<file path="src/pfp_regs.svh">
`ifndef PFP_REGS_SVH
`define PFP_REGS_SVH

`define PFP_ADDR_PROT 4'h0
`define PFP_ADDR_STAT 4'h1
`define PFP_ADDR_MASK 4'h2
`define PFP_ADDR_CMD 4'h3
`define PFP_ADDR_CADDR 4'h4
`define PFP_CFG_BYTE_ADDR 18'h3FF0C
`define PFP_TOP_ADDR 18'h3FFFF
`define PFP_BASE_ADDR 18'h38000
`define PFP_HIGH_MIN_BYTES 18'h00800
`define PFP_LOW_MIN_BYTES 18'h00400
`define PFP_BIT_OPEN 7
`define PFP_BIT_RNV 6
`define PFP_BIT_HDIS 5
`define PFP_BIT_LDIS 2
`define PFP_FAULT_VALUE 8'h7F
`define PFP_ST_VIOL 0
`define PFP_ST_DONE 1
`define PFP_ST_LOADED 2
`define PFP_CMD_PROG 2'h1
`define PFP_CMD_SECT_ERASE 2'h2
`define PFP_CMD_BLOCK_ERASE 2'h3
`define PFP_SECTOR_BYTES 18'h00200
`endif

</file>
<file path="src/pfp_pkg.sv">
package pfp_pkg;
   typedef enum logic [1:0] {
      PFP_LOAD_REQ = 2'b00,
      PFP_LOAD_WAIT = 2'b01,
      PFP_RUN = 2'b10
   } pfp_state_e;
   typedef struct packed {
      pfp_state_e state;
      logic [7:0] prot;
      logic [2:0] stat;
      logic [2:0] mask;
      logic [1:0] cmd;
      logic [17:0] caddr;
      logic [7:0] rdata;
      logic cfg_rd;
      logic cmd_go;
      logic [1:0] cmd_kind;
      logic [17:0] cmd_addr;
   } pfp_top_s;
endpackage : pfp_pkg

</file>
<file path="src/pfp_check_if.sv">
`timescale 1ns/10ps
interface pfp_check_if;
   logic [7:0] prot;
   logic [17:0] addr;
   logic block;
   logic hit;
   modport ctl (output prot, output addr, output block, input hit);
   modport chk (input prot, input addr, input block, output hit);
endinterface : pfp_check_if

</file>
<file path="src/pfp_range_check.sv">
`timescale 1ns/10ps
`include "pfp_regs.svh"
module pfp_range_check
   import pfp_pkg::*;
(
   pfp_check_if.chk chk
);
   function automatic logic in_high(input logic [1:0] sz, input logic [17:0] a);
      logic [17:0] len;
      len = 18'(`PFP_HIGH_MIN_BYTES << sz);
      in_high = a > 18'(`PFP_TOP_ADDR - len);
   endfunction : in_high
   function automatic logic in_low(input logic [1:0] sz, input logic [17:0] a);
      logic [17:0] len;
      len = 18'(`PFP_LOW_MIN_BYTES << sz);
      in_low = (a >= `PFP_BASE_ADDR) && (a < 18'(`PFP_BASE_ADDR + len));
   endfunction : in_low
   logic hr;
   logic lr;
   logic open_b;
   logic he;
   logic le;
   logic anyp;
   always_comb begin
      open_b = chk.prot[`PFP_BIT_OPEN];
      he = ~chk.prot[`PFP_BIT_HDIS];
      le = ~chk.prot[`PFP_BIT_LDIS];
      hr = he && in_high(chk.prot[4:3], chk.addr);
      lr = le && in_low(chk.prot[1:0], chk.addr);
      // Any part of the array protected (block erase)
      if (open_b) begin
         anyp = he || le;
      end else begin
         anyp = 1'b1;
      end
      if (chk.block) begin
         chk.hit = anyp;
      end else if (open_b) begin
         chk.hit = hr || lr;
      end else begin
         chk.hit = ~(hr || lr) || (chk.prot[`PFP_BIT_HDIS] && chk.prot[`PFP_BIT_LDIS]);
      end
   end
endmodule : pfp_range_check

</file>
<file path="src/pfp_protect.sv">
// Strobed register access and the placing of the registers are this design's own decisions.
`timescale 1ns/10ps
`include "pfp_regs.svh"
module pfp_protect
   import pfp_pkg::*;
(
   input wire logic core_clk_in, // System clock
   input wire logic reset_n_in, // Async reset, active low
   input wire logic clk_en_in, // Freezes state when low
   input wire logic [3:0] reg_addr_in, // Register address
   input wire logic [7:0] reg_wdata_in, // Write data
   input wire logic reg_wr_in, // Write strobe
   input wire logic reg_rd_in, // Read strobe
   output logic [7:0] reg_rdata_out, // Read data, cycle after strobe
   output logic [17:0] cfg_addr_out, // Config byte address
   output logic cfg_rd_out, // Config read request
   input wire logic cfg_valid_in, // Config byte valid
   input wire logic [7:0] cfg_data_in, // Config byte
   input wire logic cfg_dbl_fault_in, // Double-bit fault on config read
   output logic cmd_go_out, // Command launched to array
   output logic [1:0] cmd_kind_out, // Launched command kind
   output logic [17:0] cmd_addr_out, // Launched command address
   output logic ready_out, // Protection loaded
   output logic irq_out // Interrupt, level
);
   pfp_top_s r;
   pfp_top_s nxt;
   pfp_check_if cur_if ();
   logic [7:0] cand;
   logic allowed;
   logic new_covers;
   logic [17:0] probe;

   pfp_range_check u_chk_cur (.chk(cur_if.chk));

   // Size fields stay locked while their range is enabled
   function automatic logic [7:0] merge_prot(input logic [7:0] old, input logic [7:0] w);
      logic [7:0] m;
      m = w;
      m[`PFP_BIT_RNV] = old[`PFP_BIT_RNV];
      if (!old[`PFP_BIT_HDIS]) begin
         m[4:3] = old[4:3];
      end
      if (!old[`PFP_BIT_LDIS]) begin
         m[1:0] = old[1:0];
      end
      merge_prot = m;
   endfunction : merge_prot

   // Coverage compare done by an exhaustive 1 kB granule probe over the whole array
   function automatic logic prot_at(input logic [7:0] p, input logic [17:0] a);
      logic [17:0] hl;
      logic [17:0] ll;
      logic h;
      logic l;
      hl = 18'(`PFP_HIGH_MIN_BYTES << p[4:3]);
      ll = 18'(`PFP_LOW_MIN_BYTES << p[1:0]);
      h = !p[`PFP_BIT_HDIS] && (a > 18'(`PFP_TOP_ADDR - hl));
      l = !p[`PFP_BIT_LDIS] && (a >= `PFP_BASE_ADDR) && (a < 18'(`PFP_BASE_ADDR + ll));
      if (p[`PFP_BIT_OPEN]) begin
         prot_at = h || l;
      end else if (p[`PFP_BIT_HDIS] && p[`PFP_BIT_LDIS]) begin
         prot_at = 1'b1;
      end else begin
         prot_at = !(h || l);
      end
   endfunction : prot_at

   always_comb begin
      cand = merge_prot(r.prot, reg_wdata_in);
      new_covers = 1'b1;
      // 1 kB granules cover every range boundary
      for (int i = 0; i < 32; i++) begin
         probe = 18'(`PFP_BASE_ADDR + 18'(i) * 18'h00400);
         if (prot_at(r.prot, probe) && !prot_at(cand, probe)) begin
            new_covers = 1'b0;
         end
      end
      allowed = new_covers;
   end

   assign cur_if.prot = r.prot;
   assign cur_if.addr = r.caddr;
   assign cur_if.block = (r.cmd == `PFP_CMD_BLOCK_ERASE);
   always_comb begin
      nxt = r;
      nxt.cfg_rd = 1'b0;
      nxt.cmd_go = 1'b0;
      nxt.rdata = 8'h00;
      case (r.state)
         PFP_LOAD_REQ: begin
            nxt.cfg_rd = 1'b1;
            nxt.state = PFP_LOAD_WAIT;
         end
         PFP_LOAD_WAIT: begin
            if (cfg_valid_in) begin
               if (cfg_dbl_fault_in) begin
                  nxt.prot = `PFP_FAULT_VALUE;
               end else begin
                  nxt.prot = cfg_data_in;
               end
               nxt.stat[`PFP_ST_LOADED] = 1'b1;
               nxt.state = PFP_RUN;
            end
         end
         PFP_RUN: begin
            if (reg_wr_in) begin
               case (reg_addr_in)
                  `PFP_ADDR_PROT: begin
                     if (allowed) begin
                        nxt.prot = cand;
                     end
                  end
                  `PFP_ADDR_STAT: begin
                     nxt.stat = r.stat & ~reg_wdata_in[2:0];
                  end
                  `PFP_ADDR_MASK: begin
                     nxt.mask = reg_wdata_in[2:0];
                  end
                  `PFP_ADDR_CMD: begin
                     nxt.cmd = reg_wdata_in[1:0];
                  end
                  `PFP_ADDR_CADDR: begin
                     nxt.caddr = {r.caddr[9:0], reg_wdata_in};
                  end
                  default: begin
                  end
               endcase
            end
            // Command launch is checked against the register in force
            if (r.cmd != 2'h0 && !(reg_wr_in && reg_addr_in == `PFP_ADDR_CMD)) begin
               nxt.cmd = 2'h0;
               if (!r.stat[`PFP_ST_VIOL]) begin
                  if (cur_if.hit) begin
                     nxt.stat[`PFP_ST_VIOL] = 1'b1;
                  end else begin
                     nxt.cmd_go = 1'b1;
                     nxt.cmd_kind = r.cmd;
                     nxt.cmd_addr = r.caddr;
                     nxt.stat[`PFP_ST_DONE] = 1'b1;
                  end
               end
            end
         end
         default: begin
            nxt.state = PFP_LOAD_REQ;
         end
      endcase
      if (reg_rd_in) begin
         case (reg_addr_in)
            `PFP_ADDR_PROT: nxt.rdata = r.prot;
            `PFP_ADDR_STAT: nxt.rdata = {5'h00, r.stat};
            `PFP_ADDR_MASK: nxt.rdata = {5'h00, r.mask};
            `PFP_ADDR_CMD: nxt.rdata = {6'h00, r.cmd};
            `PFP_ADDR_CADDR: nxt.rdata = r.caddr[7:0];
            default: nxt.rdata = 8'h00;
         endcase
      end
   end

   always_ff @(posedge core_clk_in or negedge reset_n_in) begin
      if (!reset_n_in) begin
         r <= '{state: PFP_LOAD_REQ, prot: `PFP_FAULT_VALUE, stat: 3'h0, mask: 3'h0,
                cmd: 2'h0, caddr: 18'h00000, rdata: 8'h00, cfg_rd: 1'b0, cmd_go: 1'b0,
                cmd_kind: 2'h0, cmd_addr: 18'h00000};
      end else if (clk_en_in) begin
         r <= nxt;
      end
   end

   assign reg_rdata_out = r.rdata;
   assign cfg_addr_out = `PFP_CFG_BYTE_ADDR;
   assign cfg_rd_out = r.cfg_rd;
   assign cmd_go_out = r.cmd_go;
   assign cmd_kind_out = r.cmd_kind;
   assign cmd_addr_out = r.cmd_addr;
   assign ready_out = (r.state == PFP_RUN);
   assign irq_out = |(r.stat & r.mask);
endmodule : pfp_protect

</file>
<file path="config.mk">
export PLATFORM = sky130hd
export DESIGN_NAME = pfp_protect
export DESIGN_NICKNAME = d
export VERILOG_FILES = /design/src/pfp_pkg.sv /design/src/pfp_check_if.sv /design/src/pfp_range_check.sv /design/src/pfp_protect.sv
export VERILOG_INCLUDE_DIRS = /design/src
export SDC_FILE = /design/constraint.sdc
export NUM_CORES = 1
export LEC_CHECK = 0
export ABC_AREA = 1
export BUFFER_PORTS_ARGS = -buffer_cell sky130_fd_sc_hd__buf_2
export CORE_ASPECT_RATIO = 1.5
export CORE_UTILIZATION = 57
export DETAILED_ROUTE_END_ITERATION = 8
export GPL_TIMING_DRIVEN = 0
export PLACE_DENSITY_LB_ADDON = 0.2
export SLEW_MARGIN = 30
export SYNTH_ARGS = -nofsm -noshare
export SYNTH_HDL_FRONTEND = slang
export SYNTH_SLANG_ARGS = --single-unit
export TNS_END_PERCENT = 50
</file>
<file path="constraint.sdc">
create_clock -name core_clk_in -period 3.12 [get_ports core_clk_in]
set_input_delay 0.624 -clock core_clk_in [delete_from_list [all_inputs] [get_ports core_clk_in]]
set_output_delay 0.624 -clock core_clk_in [all_outputs]
set_load 0.01 [all_outputs]
</file>
==> out/metrics.csv, run 1 <==
metric;value;unit
n_fill_cell;659;
numCtsBuffers;9;
postCtsSetupBuffers;0;
die_y;112;microns
criticalPathCategory;reg -> reg;
detail_route.first_pass.iterations;8;
skew;0.00595;ns
drive_above_1_share;28.3;%
n_antenna_cell;0;
layout.nets;737;
overflow;0;
drc;0;
start_util;59.4;%
yosys_warnings;0;
finalSetupViolations;0;
avgSynthCellArea;7.60;sq um
synthSimpleGateAreaFrac;29.4;%
h-tree-depth;3;
timing.fmax;0.357;GHz
core-area;7710;sq um
ys.flop_type;dfrtp_1;
multi_input_area;2240;sq um
numPortBuffers;57;
dp.cells;779;
r2r_start;cur_if.prot[5];
yosysSeqAreaShare;36.2;%
dr_wl_met3;511;microns
cts_tree;done;
post_drt_wl_per_cell;14.2;microns
antenna_found_initial;0;
cts_sinks;66;
power;3.67;mW
vdd_ir_drop_max;0.430;mV
synth_edf_count;0;
ant_nets;0;
io_pins;77;
die_w;75.2;microns
reg2reg_depth;18;
yosys.area_share.xor_xnor;0.191;%
hold_viol_final;0;
r2r_end;cur_if.prot[7];
path_max_fanout;10;
synthCells;603;
grt_first_pass_wirelength;18.3;mm
rows;39;
drt-vias-per-instance;5.36;
hp-class;in -> async;
end_kind;flop;
cellLeakagePower;2.92;nW
worstMarginPinSlew;0.666;ns
cts-root-buf;clkbuf_16;
max-slew-margin-rel;55.1;%
drv_slew;0;
final_cell_mix;168 x nand2_1, 73 x buf_2, 60 x inv_1;
drt-initial-drc-count;342;
power.density;679;nW/um^2
worstPathArrival;3.02;ns
wl_met1;4.24;mm
cp.required;3.34;ns
outcome;complete, no violations;
regArea;1660;sq um
r2r_setup_slack;0.32;ns
routed.top_layer;met4;
async_flop_share;100;%
synth_top_family_by_area;simple AND/OR/NAND/NOR gates;
cts_hold_buffers;0;
grt_max_degree;42;
maxCapViolCount;0;
vias;4259;
min_period;2.80;ns
ys_ff_latch;66;
finalWirelength;11.3;mm
cp-start-kind;flop;
die-area;8410;sq um
utilization;70.1;%
cts_resized;0;
synth_mux_area_share;0.656;%
grt_setup_unrepaired;no;
clockBufferDepth;2;
finalWeightedCongestion;0.910;
syn_area;4580;sq um
clk_pin_slew;0.06;ns
area_delta_synth_final;18.0;%
grtUsageTotal;28.7;%
wl_met2;5.95;mm
synthAdderAreaFrac;6.01;%
grt_pass1_vias;4013;
hpwl;8.45;mm
tns;0;ns
synth.distinct_cells;42;
synth-compound-area-share;11.2;%
fin_crit_sh;89.8;%
fin_cells;795;
final_common_cell;nand2_1;
worst_skew_pair.late_latency;0.33;ns
[Yosys cell counts, types with 7 or more instances]
library cell | number | share of area (%)
buf_2 | 17 | 1.9
buf_4 | 48 | 7.9
dfrtp_1 | 59 | 32
dfstp_2 | 7 | 4.0
ha_1 | 22 | 6.0
inv_1 | 60 | 4.9
inv_2 | 9 | 0.74
nand2_1 | 168 | 14
nand3_1 | 47 | 5.1
nand4_1 | 28 | 3.8
nor2_1 | 24 | 2.0
o21ai_0 | 35 | 3.8
o21ai_2 | 14 | 2.7
o22ai_1 | 12 | 1.6
[logic make-up after synthesis]
| kind of cell | count (synthesis) |
|---|---|
| other | 2 |
| multiplexers | 2 |
| AO/OA/AOI/OAI | 80 |
| adder cells (fa/ha/maj) | 22 |
| buffers and inverters | 138 |
| XOR/XNOR | 1 |
| flip-flops | 66 |
| AND/OR/NAND/NOR | 292 |
[how the worst max path moves through the flow]
stage | cells past startpoint | slack, ns | from | to
floorplan | 17 | 0.78 | cur_if.prot[5] | cur_if.prot[7]
global placement | 20 | 0.37 | reg_wdata_in[3] | cur_if.prot[7]
detailed placement | 20 | 0.29 | reg_wdata_in[3] | cur_if.prot[7]
CTS | 18 | 0.29 | cur_if.prot[5] | cur_if.prot[7]
global route | 18 | 0.11 | cur_if.prot[5] | cur_if.prot[7]
finish | 18 | 0.32 | cur_if.prot[5] | cur_if.prot[7]
[stage by stage]
step	hold WS [ns]	cell area (sq um)	setup slack [ns]
2_1_floorplan	0.328	4640	0.775
3_3_place_gp	0.455	5050	0.371
3_5_place_dp	0.459	5080	0.291
4_1_cts	0.205	5400	0.288
5_1_grt	0.211	5400	0.112
6_report	0.193	5400	0.320
[critical path, stage by stage, from the launching register on]
cell and delay [ns]:
dfstp_2 0.36, buf_2 0.18, o21ai_0 0.57, inv_1 0.19
ha_1 0.28, inv_2 0.08, nor2_2 0.05, nand2_1 0.07
nand2_1 0.05, nand2_1 0.06, nand3_1 0.07, nor2_1 0.11
nand2_1 0.07, nor2_2 0.09, nand3_2 0.10, nand2_4 0.12
nand2_4 0.09, nand2_1 0.08, nand2_1 0.05
[sequential cells by signal (all words and copies together) (netlist names)]
register,flops
cmd_addr_out,18
cmd_go_out,1
cur_if.prot,8
cmd_kind_out,2
r,10
cur_if.addr,18
cfg_rd_out,1
reg_rdata_out,8
[layout make-up]
| type | count | area share (%) |
|---|---|---|
| clock buffers | 10 | 4.42 |
| flip-flops and latches | 66 | 30.7 |
| multi-input cells | 415 | 41.5 |
| well taps | 102 | 2.36 |
| inverters | 70 | 4.91 |
| plain buffers | 68 | 8.73 |
| clock inverters | 6 | 1.64 |
| repair buffers | 58 | 5.70 |
[report_power, final]
group	internal, mW	switching (mW)
sequential	1.01	0.132
combinational	0.498	0.928
clock	0.722	0.381
total	2.23	1.44
[layer usage]
layer,GRT usage (%),vias to the layer above
li1,-,2076
met1,31.7,1999
met2,50.6,140
met3,4.98,44
met4,15.3,0
met5,0,-
No activity file was read; power rests on OpenSTA's default activity.
==> run 2, diff against run 1 <==
- ABC_AREA: 1 -> not set
==> out/metrics.csv, run 2 <==
metric;value;unit;change
cts_hold_buffers;0;;unchanged
fin_crit_sh;97.5;%;+7.8 points
critPathBufInv;2;;-1
rows;38;;-2.6%
worstMarginPinSlew;0.639;ns;-0.0270 ns
synth_top_family_by_area;multiplexers;;
cp_slowest_stage_delay;0.58;ns;about the same
ys_ff_latch;66;;unchanged
drc;0;;unchanged
overflow;0;;unchanged
synth.distinct_cells;66;;+57%
h-tree-depth;3;;unchanged
finalWirelength;11.0;mm;-2.4%
grtUsageTotal;28.8;%;+0.064 points
post_drt_wl_per_cell;17.4;microns;+23%
n_fill_cell;605;;-8.2%
io_pins;77;;unchanged
cellLeakagePower;2.69;nW;-8.1%
area_delta_synth_final;20.9;%;
crit_chain;buf_4, mux2i_4, inv_2, ha_1, maj3_2, o32ai_2, o22ai_1, a2111oi_4, a21oi_4, mux2_4;;
criticalPathCategory;reg -> reg;;
cp-start-kind;flop;;
hpwl;7.90;mm;-6.5%
final_cell_mix;62 x buf_4, 59 x dfrtp_1, 56 x buf_2;;
synthCells;434;;-28%
cp.required;3.39;ns;+0.05 ns
synth_edf_count;0;;unchanged
grt_max_degree;52;;+24%
placed_area;4880;sq um;-3.8%
synthAdderAreaFrac;6.53;%;+0.52 points
die_w;73.7;microns;-2.0%
utilization;72.5;%;+2.4 points
grt_pass1_vias;3355;;-16%
cts-root-buf;clkbuf_8;;
grt_first_pass_wirelength;16.9;mm;-7.6%
setup_ws;0.0765;ns;-0.243 ns
yosys_warnings;0;;unchanged
dp.cells;603;;-23%
synth_top_area_share;33.6;%;+1.4 points
avgSynthCellArea;10.1;sq um;+33%
die-area;8070;sq um;-4.1%
yosysSeqAreaShare;37.8;%;+1.6 points
power.density;671;nW/um^2;-1.2%
async_flop_share;100;%;unchanged
die_y;109;microns;-2.1%
n_antenna_cell;0;;unchanged
start_util;60.0;%;+0.55 points
core-area;7320;sq um;-5.0%
synth-compound-area-share;14.2;%;+3.0 points
finalWeightedCongestion;0.884;;-2.8%
design_area;5310;sq um;-1.8%
hold_viol_final;0;;unchanged
ys.flop_type;dfrtp_1;;
cts_sinks;66;;unchanged
grt_setup_unrepaired;yes;;
drv_slew;0;;unchanged
vias;3531;;-17%
finalSetupViolations;0;;unchanged
timing.fmax;0.329;GHz;-8.0%
worst_skew_pair.late_latency;0.34;ns;about the same
path_max_fanout;7;;-3
max-slew-margin-rel;57.4;%;+2.3 points
synth_top_cell_by_area;dfrtp_1;;
detail_route.first_pass.iterations;5;;-3
multi_input_area;2350;sq um;+4.8%
synth_mux_area_share;15.8;%;+15 points
cts_tree;done;;
min_period;3.04;ns;+0.243 ns
worstPathArrival;3.31;ns;+0.29 ns
numPortBuffers;52;;-8.8%
drt-initial-drc-count;243;;-29%
antenna_found_initial;0;;unchanged
maxCapViolCount;0;;unchanged
numCtsBuffers;9;;unchanged
final_common_cell;buf_4;;
fin_cells;631;;-21%
layout.nets;576;;-22%
slowest_stage;dfstp_2;;
vdd_ir_drop_max;0.516;mV;+20%
synthSimpleGateAreaFrac;12.0;%;-17 points
tns;0;ns;unchanged
outcome;complete, no violations;;
synthMostInstantiatedCell;dfrtp_1;;
yosys-top-cells-area;dfrtp_1 34%, mux2_2 11%, buf_4 8.0%;;
hp-class;in -> async;;
yosys.area_share.xor_xnor;1.20;%;+1.0 points
synthTopCellsByCount;59 x dfrtp_1, 47 x buf_4, 43 x mux2_2;;
end_kind;flop;;
syn_area;4390;sq um;-4.2%
drive_above_1_share;40.9;%;+13 points
drt-vias-per-instance;5.60;;+4.5%
clockBufferDepth;2;;unchanged
skew;0.00962;ns;+0.00367 ns
ant_nets;0;;unchanged
regArea;1660;sq um;unchanged
clk_pin_slew;0.07;ns;about the same
crit_family;compound AO/OA/AOI/OAI gates;;
place_ws;-0.382;ns;-0.673 ns
## run 2: cell count changes in the layout (fill, tap and decap cells not counted), sizes merged, moves of 12 or more
cell   delta
inv      -49
mux2     +47
mux2i    +12
nand2   -151
nand3    -42
nand4    -23
nor2     -15
o21ai    -35
## run 2: cell type report
cell class,count,area share (%)
Tap cell,100,2.36
Clock buffer,13,3.18
Clock inverter,2,0.660
Buffer,66,8.77
Inverter,23,1.63
Multi-Input combinational cell,293,44.3
Sequential cell,66,31.3
Timing Repair Buffer,68,7.83
## run 2: timing repair
item                                    in CTS  in global routing
endpoints found under the setup margin      29                 25
gates resized for setup                     10                 14
setup buffers                                9                  7
cloned                                       0                  0
hold endpoints to repair                     0                  0
pin swaps                                    4                  7
## run 2: kinds of logic after synthesis
logic type | Yosys count
AND/OR/NAND/NOR | 99
buffers and inverters | 91
AO/OA/AOI/OAI | 86
flip-flops | 66
multiplexers | 61
adder cells (fa/ha/maj) | 23
XOR/XNOR | 6
other | 2
## run 2: final timing paths
path                                      from          endpoint  slack, ns  cells past startpoint
worst min register to register      cfg_rd_out        cfg_rd_out       0.51                      1
worst max-delay path            cur_if.prot[5]    cur_if.prot[0]       0.08                     10
worst min-delay path                reset_n_in  cmd_addr_out[14]       0.14                      1
max in group asynchronous           reset_n_in    cur_if.prot[3]       2.42                      2
worst max register to register  cur_if.prot[5]    cur_if.prot[0]       0.08                     10
min in group core_clk_in            cfg_rd_out        cfg_rd_out       0.51                      1
## run 2: metal layers
metal / GRT usage [%] / vias up / part of all wire, %
met4: 11.0 / 0 / 2.7
met5: 0 / - / 0
li1: - / 1676 / -
met2: 51.7 / 130 / 53
met3: 5.77 / 27 / 4.7
met1: 33.1 / 1698 / 40
## run 2: report_power, final
group | leakage [nW] | internal (mW) | total [mW] | switching, mW
clock network | 0.106 | 0.429 | 0.735 | 0.306
registers | 0.884 | 1.00 | 1.17 | 0.170
logic | 1.70 | 0.790 | 1.65 | 0.864
## run 2: worst reg2reg max path: cells and delay by family, from the launching register on
kind            cells  cell delay (ns)
compound gates      4             0.97
flops               1             0.58
mux                 2             0.56
fa+ha+maj           2             0.60
buf+inv             2             0.25
## run 2: metrics by stage
step | power [mW] | hold slack, ns
after global routing | 3.77 | 0.135
after global placement | 2.55 | 0.484
after floorplan | 2.20 | 0.328
final | 3.56 | 0.138
after CTS | 3.45 | 0.134
after detailed placement | 2.58 | 0.492
